<file path="src/hw/pin_mux_defs.svh">
// Constants for the configurable pin function selector.
`ifndef PIN_MUX_DEFS_SVH
`define PIN_MUX_DEFS_SVH
`define FN_TRISTATE 4'h0
`define FN_DRIVE_HIGH 4'h1
`define FN_DRIVE_LOW 4'h2
`define FN_POWER_ENABLE 4'h3
`define FN_SLEEP 4'h4
`define FN_CLK_FAST 4'h5
`define FN_CLK_MID 4'h6
`define FN_CLK_SLOW 4'h7
`define FN_GPIO 4'h8
`define FN_CHARGER 4'h9
`define FN_CHARGER_N 4'hA
`define FN_WRITE_STROBE 4'hB
`define FN_READ_STROBE 4'hC
`define FN_BUS_SENSE 4'hD
`define FN_FRAME_TOGGLE 4'hE
`define FN_KEEP_AWAKE 4'hF
`define REG_CTRL 4'h0
`define REG_GPIO 4'h1
`define REG_PORT_OUT 4'h2
`define REG_PORT_DIR 4'h3
`define REG_PORT_IN 4'h4
`define REG_PRESCALE 4'h5
`define REG_STATUS 4'h6
`define REG_FUNC 4'h7
`define CTRL_BB_EN 0
`define CTRL_BB_SYNC 1
`define PRESCALE_RESET 16'h0009
`endif

</file>
<file path="src/hw/pin_mux_pkg.sv">
// Types shared by the configurable pin function selector.
`default_nettype none
package pin_mux_pkg;
  typedef enum logic [1:0] {
    BB_IDLE = 2'b00,
    BB_STROBE = 2'b01,
    BB_HOLD = 2'b11
  } bb_state_t;
endpackage
`default_nettype wire

</file>
<file path="src/hw/pin_sync.sv">
// Two-flop synchroniser for one pin input.
`default_nettype none
module pin_sync (
  input wire logic clk,
  input wire logic rstn,
  input wire logic en,
  input wire logic d,
  output logic q
);
  logic meta_ff;
  logic q_ff;
  always_ff @(posedge clk or negedge rstn)
  begin
    if (!rstn)
    begin
      meta_ff <= 1'b0;
      q_ff <= 1'b0;
    end
    else if (en)
    begin
      meta_ff <= d;
      q_ff <= meta_ff;
    end
  end
  assign q = q_ff;
endmodule
`default_nettype wire

</file>
<file path="src/hw/config_pin_function_mux.sv">
// Configurable pin function selector with 4-bit bit-bang port.
//
// The placing of the registers and the plain strobed port were left to the implementer.
`include "pin_mux_defs.svh"
`default_nettype none
// Notes on behaviour
// Selection floats the pin, drives it high, or drives it low.
// Power enable: low once configured, high during suspend.
// Sleep indicator: low while suspended, high otherwise.
// Clock outputs of 24, 12 or 6 MHz, stopped in suspend.
// General purpose: software sets pin output, direction, reads level.
// Charger detect: high when dedicated charger seen, low otherwise.
// Inverted charger detect is open drain, pulls low when asserted.
// Bit-bang write or read strobe, active low, in both modes.
// Bus-power sense: pin is input giving bus power presence.
// Frame toggle inverts pin on each start-of-frame.
// Keep-awake: low pin blocks suspend entry, even unplugged.
// Exactly one function applies, chosen by stored configuration.
// Bit-bang enable turns data lines into a 4-bit port.
// Asynchronous bit-bang paces output writes with a prescaler timer.
// Synchronous bit-bang samples pins only when written.
// Function selection loads from memory at reset, then holds.
// Frame toggle output is low after reset.
module config_pin_function_mux
  import pin_mux_pkg::*;
(
  input wire logic clk,
  input wire logic rstn,
  input wire logic clk_en,
  input wire logic [3:0] nvm_config,
  input wire logic usb_configured,
  input wire logic usb_suspend_req,
  input wire logic sof_pulse,
  input wire logic charger_detected,
  input wire logic clk_src_fast,
  input wire logic clk_src_mid,
  input wire logic clk_src_slow,
  input wire logic config_pin_in,
  output logic config_pin_out,
  output logic config_pin_oe,
  input wire logic [3:0] bidir_data_lines_in,
  output logic [3:0] bidir_data_lines_out,
  output logic [3:0] bidir_data_lines_oe,
  output logic bitbang_active,
  output logic usb_suspend,
  output logic bus_power_present,
  input wire logic [3:0] reg_addr,
  input wire logic [15:0] reg_wdata,
  input wire logic reg_wr,
  input wire logic reg_rd,
  output logic [15:0] reg_rdata
);
  // ****************************************************************
  // Input synchronisers
  // ****************************************************************
  logic pin_s;
  logic [3:0] port_s;
  logic clk_sig_s;
  logic clk_sel_raw;
  pin_sync u_pin_sync (
    .clk(clk), .rstn(rstn), .en(clk_en), .d(config_pin_in), .q(pin_s)
  );
  // Clock sources are sampled at 10 MHz, so the pin shows an aliased
  // copy; a real part would gate the source clock in its own tree.
  pin_sync u_clk_sync (
    .clk(clk), .rstn(rstn), .en(clk_en), .d(clk_sel_raw), .q(clk_sig_s)
  );
  genvar gi;
  generate
    for (gi = 0; gi < 4; gi++)
    begin : g_port_sync
      pin_sync u_sync (
        .clk(clk), .rstn(rstn), .en(clk_en),
        .d(bidir_data_lines_in[gi]), .q(port_s[gi])
      );
    end
  endgenerate

  // ****************************************************************
  // Function latch and control registers
  // ****************************************************************
  logic [3:0] func_ff, nxt_func;
  logic loaded_ff, nxt_loaded;
  logic [1:0] ctrl_ff, nxt_ctrl;
  logic [1:0] gpio_ff, nxt_gpio;
  logic [3:0] port_out_ff, nxt_port_out;
  logic [3:0] port_dir_ff, nxt_port_dir;
  logic [3:0] port_in_ff, nxt_port_in;
  logic [15:0] prescale_ff, nxt_prescale;
  logic [15:0] rdata_ff, nxt_rdata;
  logic pend_ff, nxt_pend;
  logic [3:0] pend_val_ff, nxt_pend_val;
  logic wr_port;

  assign wr_port = reg_wr && (reg_addr == `REG_PORT_OUT);

  always_comb
  begin
    nxt_func = func_ff;
    nxt_loaded = 1'b1;
    if (!loaded_ff)
      nxt_func = nvm_config;
    nxt_ctrl = ctrl_ff;
    nxt_gpio = gpio_ff;
    nxt_port_dir = port_dir_ff;
    nxt_prescale = prescale_ff;
    if (reg_wr)
    begin
      unique case (reg_addr)
        `REG_CTRL: nxt_ctrl = reg_wdata[1:0];
        `REG_GPIO: nxt_gpio = reg_wdata[1:0];
        `REG_PORT_DIR: nxt_port_dir = reg_wdata[3:0];
        `REG_PRESCALE: nxt_prescale = reg_wdata;
        default: ;
      endcase
    end
    nxt_rdata = 16'h0000;
    if (reg_rd)
    begin
      unique case (reg_addr)
        `REG_CTRL: nxt_rdata = {14'h0000, ctrl_ff};
        `REG_GPIO: nxt_rdata = {13'h0000, pin_s, gpio_ff};
        `REG_PORT_OUT: nxt_rdata = {12'h000, port_out_ff};
        `REG_PORT_DIR: nxt_rdata = {12'h000, port_dir_ff};
        `REG_PORT_IN: nxt_rdata = {12'h000, port_in_ff};
        `REG_PRESCALE: nxt_rdata = prescale_ff;
        `REG_STATUS: nxt_rdata = {12'h000, pend_ff, bus_power_present,
                                  usb_suspend, usb_configured};
        `REG_FUNC: nxt_rdata = {12'h000, func_ff};
        default: nxt_rdata = 16'h0000;
      endcase
    end
  end

  // ****************************************************************
  // Bit-bang port
  // ****************************************************************
  bb_state_t bb_state_ff, nxt_bb_state;
  logic [15:0] tmr_ff, nxt_tmr;
  logic wr_strobe_n_ff, nxt_wr_strobe_n;
  logic rd_strobe_n_ff, nxt_rd_strobe_n;
  logic bb_en, bb_sync;

  assign bb_en = ctrl_ff[`CTRL_BB_EN];
  assign bb_sync = ctrl_ff[`CTRL_BB_SYNC];

  always_comb
  begin
    nxt_bb_state = bb_state_ff;
    nxt_tmr = tmr_ff;
    nxt_port_out = port_out_ff;
    nxt_port_in = port_in_ff;
    nxt_pend = pend_ff;
    nxt_pend_val = pend_val_ff;
    nxt_wr_strobe_n = 1'b1;
    nxt_rd_strobe_n = 1'b1;
    if (!bb_en)
    begin
      nxt_bb_state = BB_IDLE;
      nxt_pend = 1'b0;
      if (wr_port)
        nxt_port_out = reg_wdata[3:0];
    end
    else if (bb_sync)
    begin
      nxt_pend = 1'b0;
      if (wr_port)
      begin
        nxt_port_in = port_s;
        nxt_port_out = reg_wdata[3:0];
        nxt_wr_strobe_n = 1'b0;
        nxt_rd_strobe_n = 1'b0;
      end
    end
    else
    begin
      nxt_port_in = port_s;
      if (wr_port)
      begin
        nxt_pend = 1'b1;
        nxt_pend_val = reg_wdata[3:0];
      end
      unique case (bb_state_ff)
        BB_IDLE:
          if (pend_ff)
          begin
            nxt_port_out = pend_val_ff;
            nxt_pend = wr_port;
            nxt_wr_strobe_n = 1'b0;
            nxt_tmr = prescale_ff;
            nxt_bb_state = BB_STROBE;
          end
        BB_STROBE:
        begin
          nxt_rd_strobe_n = 1'b0;
          nxt_bb_state = BB_HOLD;
        end
        BB_HOLD:
          if (tmr_ff == 16'h0000)
            nxt_bb_state = BB_IDLE;
          else
            nxt_tmr = tmr_ff - 16'h0001;
        default: nxt_bb_state = BB_IDLE;
      endcase
    end
  end

  // ****************************************************************
  // Suspend, frame toggle and pin selection
  // ****************************************************************
  logic susp_ff, nxt_susp;
  logic cfgd_ff, nxt_cfgd;
  logic toggle_ff, nxt_toggle;
  logic vbus_ff, nxt_vbus;
  logic pin_out_ff, nxt_pin_out;
  logic pin_oe_ff, nxt_pin_oe;
  logic [3:0] port_out_q_ff, nxt_port_out_q;
  logic [3:0] port_oe_q_ff, nxt_port_oe_q;
  logic bb_act_ff, nxt_bb_act;

  always_comb
  begin
    unique case (func_ff)
      `FN_CLK_FAST: clk_sel_raw = clk_src_fast;
      `FN_CLK_MID: clk_sel_raw = clk_src_mid;
      default: clk_sel_raw = clk_src_slow;
    endcase
  end

  always_comb
  begin
    nxt_cfgd = usb_configured && !usb_suspend_req;
    nxt_susp = usb_suspend_req;
    if (func_ff == `FN_KEEP_AWAKE && !pin_s)
      nxt_susp = 1'b0;
    nxt_toggle = toggle_ff ^ sof_pulse;
    nxt_vbus = (func_ff == `FN_BUS_SENSE) ? pin_s : 1'b1;
    nxt_pin_out = 1'b0;
    nxt_pin_oe = 1'b1;
    unique case (func_ff)
      `FN_TRISTATE: nxt_pin_oe = 1'b0;
      `FN_DRIVE_HIGH: nxt_pin_out = 1'b1;
      `FN_DRIVE_LOW: nxt_pin_out = 1'b0;
      `FN_POWER_ENABLE: nxt_pin_out = !cfgd_ff || susp_ff;
      `FN_SLEEP: nxt_pin_out = !susp_ff;
      `FN_CLK_FAST, `FN_CLK_MID, `FN_CLK_SLOW:
        nxt_pin_out = clk_sig_s && !susp_ff;
      `FN_GPIO:
      begin
        nxt_pin_out = gpio_ff[0];
        nxt_pin_oe = gpio_ff[1];
      end
      `FN_CHARGER: nxt_pin_out = charger_detected;
      `FN_CHARGER_N: nxt_pin_oe = charger_detected;
      `FN_WRITE_STROBE: nxt_pin_out = wr_strobe_n_ff;
      `FN_READ_STROBE: nxt_pin_out = rd_strobe_n_ff;
      `FN_BUS_SENSE, `FN_KEEP_AWAKE: nxt_pin_oe = 1'b0;
      `FN_FRAME_TOGGLE: nxt_pin_out = toggle_ff;
    endcase
    nxt_bb_act = bb_en;
    nxt_port_out_q = bb_en ? port_out_ff : 4'h0;
    nxt_port_oe_q = bb_en ? port_dir_ff : 4'h0;
  end

  always_ff @(posedge clk or negedge rstn)
  begin
    if (!rstn)
    begin
      func_ff <= `FN_TRISTATE;
      loaded_ff <= 1'b0;
      ctrl_ff <= 2'h0;
      gpio_ff <= 2'h0;
      port_out_ff <= 4'h0;
      port_dir_ff <= 4'h0;
      port_in_ff <= 4'h0;
      prescale_ff <= `PRESCALE_RESET;
      rdata_ff <= 16'h0000;
      pend_ff <= 1'b0;
      pend_val_ff <= 4'h0;
      bb_state_ff <= BB_IDLE;
      tmr_ff <= 16'h0000;
      wr_strobe_n_ff <= 1'b1;
      rd_strobe_n_ff <= 1'b1;
      susp_ff <= 1'b0;
      cfgd_ff <= 1'b0;
      toggle_ff <= 1'b0;
      vbus_ff <= 1'b0;
      pin_out_ff <= 1'b0;
      pin_oe_ff <= 1'b0;
      port_out_q_ff <= 4'h0;
      port_oe_q_ff <= 4'h0;
      bb_act_ff <= 1'b0;
    end
    else if (clk_en)
    begin
      func_ff <= nxt_func;
      loaded_ff <= nxt_loaded;
      ctrl_ff <= nxt_ctrl;
      gpio_ff <= nxt_gpio;
      port_out_ff <= nxt_port_out;
      port_dir_ff <= nxt_port_dir;
      port_in_ff <= nxt_port_in;
      prescale_ff <= nxt_prescale;
      rdata_ff <= nxt_rdata;
      pend_ff <= nxt_pend;
      pend_val_ff <= nxt_pend_val;
      bb_state_ff <= nxt_bb_state;
      tmr_ff <= nxt_tmr;
      wr_strobe_n_ff <= nxt_wr_strobe_n;
      rd_strobe_n_ff <= nxt_rd_strobe_n;
      susp_ff <= nxt_susp;
      cfgd_ff <= nxt_cfgd;
      toggle_ff <= nxt_toggle;
      vbus_ff <= nxt_vbus;
      pin_out_ff <= nxt_pin_out;
      pin_oe_ff <= nxt_pin_oe;
      port_out_q_ff <= nxt_port_out_q;
      port_oe_q_ff <= nxt_port_oe_q;
      bb_act_ff <= nxt_bb_act;
    end
  end

  assign config_pin_out = pin_out_ff;
  assign config_pin_oe = pin_oe_ff;
  assign bidir_data_lines_out = port_out_q_ff;
  assign bidir_data_lines_oe = port_oe_q_ff;
  assign bitbang_active = bb_act_ff;
  assign usb_suspend = susp_ff;
  assign bus_power_present = vbus_ff;
  assign reg_rdata = rdata_ff;

  // ****************************************************************
  // Checks
  // ****************************************************************
  property p_tristate;
    @(posedge clk) disable iff (!rstn)
    clk_en && func_ff == `FN_TRISTATE |=> !config_pin_oe;
  endproperty
  a_tristate: assert property (p_tristate) else $error("pin drives");

  property p_power_en;
    @(posedge clk) disable iff (!rstn)
    clk_en && func_ff == `FN_POWER_ENABLE && susp_ff |=> config_pin_out;
  endproperty
  a_power_en: assert property (p_power_en) else $error("enable low");

  property p_sleep;
    @(posedge clk) disable iff (!rstn)
    clk_en && func_ff == `FN_SLEEP |=> config_pin_out == !$past(susp_ff);
  endproperty
  a_sleep: assert property (p_sleep) else $error("sleep level wrong");

  property p_clk_stop;
    @(posedge clk) disable iff (!rstn)
    clk_en && susp_ff && func_ff inside {[`FN_CLK_FAST:`FN_CLK_SLOW]}
      |=> !config_pin_out;
  endproperty
  a_clk_stop: assert property (p_clk_stop) else $error("clock running");

  property p_charger_n;
    @(posedge clk) disable iff (!rstn)
    clk_en && func_ff == `FN_CHARGER_N
      |=> !config_pin_out && config_pin_oe == $past(charger_detected);
  endproperty
  a_charger_n: assert property (p_charger_n) else $error("drain wrong");

  property p_toggle;
    @(posedge clk) disable iff (!rstn)
    clk_en && sof_pulse |=> toggle_ff != $past(toggle_ff);
  endproperty
  a_toggle: assert property (p_toggle) else $error("no frame toggle");

  property p_keep_awake;
    @(posedge clk) disable iff (!rstn)
    clk_en && func_ff == `FN_KEEP_AWAKE && !pin_s |=> !usb_suspend;
  endproperty
  a_keep_awake: assert property (p_keep_awake) else $error("suspended");

  property p_func_hold;
    @(posedge clk) disable iff (!rstn)
    loaded_ff |=> func_ff == $past(func_ff);
  endproperty
  a_func_hold: assert property (p_func_hold) else $error("func moved");

  property p_sync_sample;
    @(posedge clk) disable iff (!rstn)
    clk_en && bb_en && bb_sync && !wr_port |=> $stable(port_in_ff);
  endproperty
  a_sync_sample: assert property (p_sync_sample) else $error("sampled");
endmodule
`default_nettype wire

</file>
<file path="config.mk">
export PLATFORM = sky130hd
export DESIGN_NAME = config_pin_function_mux
export DESIGN_NICKNAME = d
export VERILOG_FILES = /design/src/hw/pin_mux_pkg.sv /design/src/hw/pin_sync.sv /design/src/hw/config_pin_function_mux.sv
export VERILOG_INCLUDE_DIRS = /design/src /design/src/hw
export SDC_FILE = /design/constraint.sdc
export NUM_CORES = 1
export LEC_CHECK = 0
export BUFFER_PORTS_ARGS = -buffer_cell sky130_fd_sc_hd__buf_2
export CAP_MARGIN = 20
export CORE_MARGIN = 1.5
export CORE_UTILIZATION = 46
export CTS_CLUSTER_DIAMETER = 80
export DETAILED_ROUTE_END_ITERATION = 12
export MAX_ROUTING_LAYER = met4
export PLACE_DENSITY = 0.71
export SLEW_MARGIN = 20
export SYNTH_ARGS = -nofsm -noshare
export SYNTH_HDL_FRONTEND = slang
export SYNTH_SLANG_ARGS = --single-unit
</file>
<file path="constraint.sdc">
create_clock -name clk -period 3.32 [get_ports clk]
set_input_delay 0.332 -clock clk [delete_from_list [all_inputs] [get_ports clk]]
set_output_delay 0.332 -clock clk [all_outputs]
set_load 0.05 [all_outputs]
</file>
==> metrics.csv <==
metric,value,unit
status,finished clean,
syn_area_per_cell,11.2,um2
first-pass GRT wire length,20100,um
leading area contributor after synthesis,dfrtp_1,
CP Class,register to register,
skew final,0.00545,ns
Slew headroom,0.382,
leakage power,0.00255,uW
worst skew pair latency,0.37,ns
I/O pin count,70,
Cells after Synth,457,
final hold slack,0.0119,ns
initial antenna violation count,0,
syn nets,500,
startpoint type of the worst setup path,register,
TritonCTS clock tree,yes,
total power,2900,uW
# Post-CTS Setup Buffers,0,
largest cells by area after synthesis,"dfrtp_1, mux2_2, a22o_1, mux4_2, nor2_1",
post-synthesis register bit count,105,
share of cells above drive strength 1,0.306,
CP Capture Type,register,
initial core utilization,0.470,
Peak VDD IR,0.374,mV
Synth warnings,0,
Synth Flop Type,dfrtp_1,
First DRT Iteration DRCs,291,
CP Max Fanout,16,
# fillers,969,
I/O Buffers,69,
Min-Delay Path Class,primary input to asynchronous set/reset pin,
Slew @ Worst Pin,0.924,ns
CTS hold repair buffers,0,
largest net degree at the start of global routing,106,
RSZ-0062 raised after global routing,false,
area of the core,0.0108,mm2
H-tree levels,3,
final setup violating endpoints,0,
post_cts resized,0,
Routed WL,12000,um
Routed Antenna Nets,0,
vias per inst,5.93,
Setup TNS,0,ns
Nets,554,
"Reg clk slew, reported paths",0.10,ns
Vias,3891,
drt drc,0,
"leading cell type in the layout, fill and taps excluded",dfrtp_1,
Final Slew Violations,0,
Total GRT Usage,0.228,
Final HPWL DP,8360,um
number of synthesized flops with an enable pin,0,
fmax,0.434,GHz
CTS Buf Count,9,
die width,108,um
Required @ worst endpoint,3.61,ns
worst endpoint data arrival time,2.60,ns
DIE AREA,0.0117,mm2
Power Density,508,mW/mm2
drt pass-1 iters,5,
diode count,0,
most frequent cells in the layout,"dfrtp_1, buf_2, mux2_2, nor2_1, nand2_1",
Netlist Area Pre-Place,0.00510,mm2
Rows,38,
Max clock buf depth,2,
Util after Layout,0.527,
DR WL/cell,18.3,um
sequential fraction of the synthesis area,0.516,
Sink Count,105,
die height,108,um
post-synth top area share,0.496,
Multi-input gate area,0.00227,mm2
register area,0.00263,mm2
Synth async-reset ratio,1.00,
number of global-route vias before repair,3950,
total global routing overflow,0,
Yosys cell types,64,
period utilization,0.694,
minimum clock period,2.31,ns
Max-Cap Viols,0,
post-place setup slack,1.05,ns
worst setup margin,1.01,ns
CTS Root Cell,clkbuf_8,
final hold vios,0,
Final Wtd Congestion,0.874,
Layout area overhead,12.0,%
[Yosys cell counts, types with 8 or more instances]
cell type and n:
a22o_1 13, nand2_1 28, nor3_1 14, clkbuf_1 16, a31oi_1 9, nand3_1 11
a21oi_1 13, mux2_2 50, nor2_1 29, inv_1 16, o21ai_0 20, o2bb2ai_1 8
dfrtp_1 101, buf_2 8
[cell type report]
type / instances / share of cell area
well taps: 140 / 0.0307
inverters: 17 / 0.0112
flip-flops and latches: 105 / 0.461
clock inverters: 3 / 0.00416
clock buffers: 13 / 0.0278
multi-input cells: 306 / 0.398
repair buffers: 72 / 0.0671
[critical path: stages, from the launching register on]
cell and delay [ns]:
dfrtp_1 0.42, inv_1 0.15, ha_1 0.19, nor4b_1 0.33
nand4_1 0.36, a21oi_4 0.53, mux2i_1 0.26
[through the flow]
step | instances | area (um2)
2_1_floorplan | 457 | 5100
3_3_place_gp | 640 | 5530
3_5_place_dp | 640 | 5530
4_1_cts | 656 | 5710
5_1_grt | 656 | 5710
6_report | 656 | 5710
[logic make-up (layout without fill, tap and decap cells)]
group                    count (synthesis)  count (layout)  synth area share
AO/OA/AOI/OAI                          107             107             0.154
adder cells (fa/ha/maj)                  2               2           0.00491
XOR/XNOR                                 1               1           0.00172
multiplexers                            59              59             0.140
flip-flops                             105             105             0.516
AND/OR/NAND/NOR                        137             137             0.145
buffers and inverters                   46             105            0.0380
[report_power, final]
| group | total [uW] | switching, uW | internal, uW |
|---|---|---|---|
| clock network | 759 | 441 | 318 |
| registers | 1600 | 153 | 1440 |
| logic | 546 | 293 | 252 |
[per-layer routing]
layer,up-vias,share of wire,track usage
met4,0,0.024,0.0771
met2,134,0.49,0.369
met3,22,0.046,0.0452
li1,1807,-,-
met5,-,0,-
met1,1928,0.44,0.287
[final timing paths]
check                           slack [ns]  cells after the start           end             from
min in group clk                      0.15                      2       cfgd_ff  usb_suspend_req
worst max register to register        1.01                      6     tmr_ff[1]        tmr_ff[0]
worst max-delay path                  1.01                      6     tmr_ff[1]        tmr_ff[0]
max in group asynchronous             2.90                      2  u_clk_sync.q             rstn
worst min register to register        0.49                      1     loaded_ff        loaded_ff
worst min-delay path                  0.01                      2  reg_rdata[7]             rstn
[sequential cells by signal (all words and copies together), names as in the netlist, 2 cells and up]
| signal | count |
|---|---|
| bb_state_ff | 2 |
| bidir_data_lines_oe | 4 |
| bidir_data_lines_out | 4 |
| ctrl_ff | 2 |
| func_ff | 4 |
| g_port_sync.u_sync.meta_ff | 4 |
| g_port_sync.u_sync.q | 4 |
| gpio_ff | 2 |
| pend_val_ff | 4 |
| port_dir_ff | 4 |
| port_in_ff | 4 |
| port_out_ff | 4 |
| prescale_ff | 16 |
| reg_rdata | 16 |
| tmr_ff | 16 |
No activity file was read; power rests on OpenSTA's default activity.
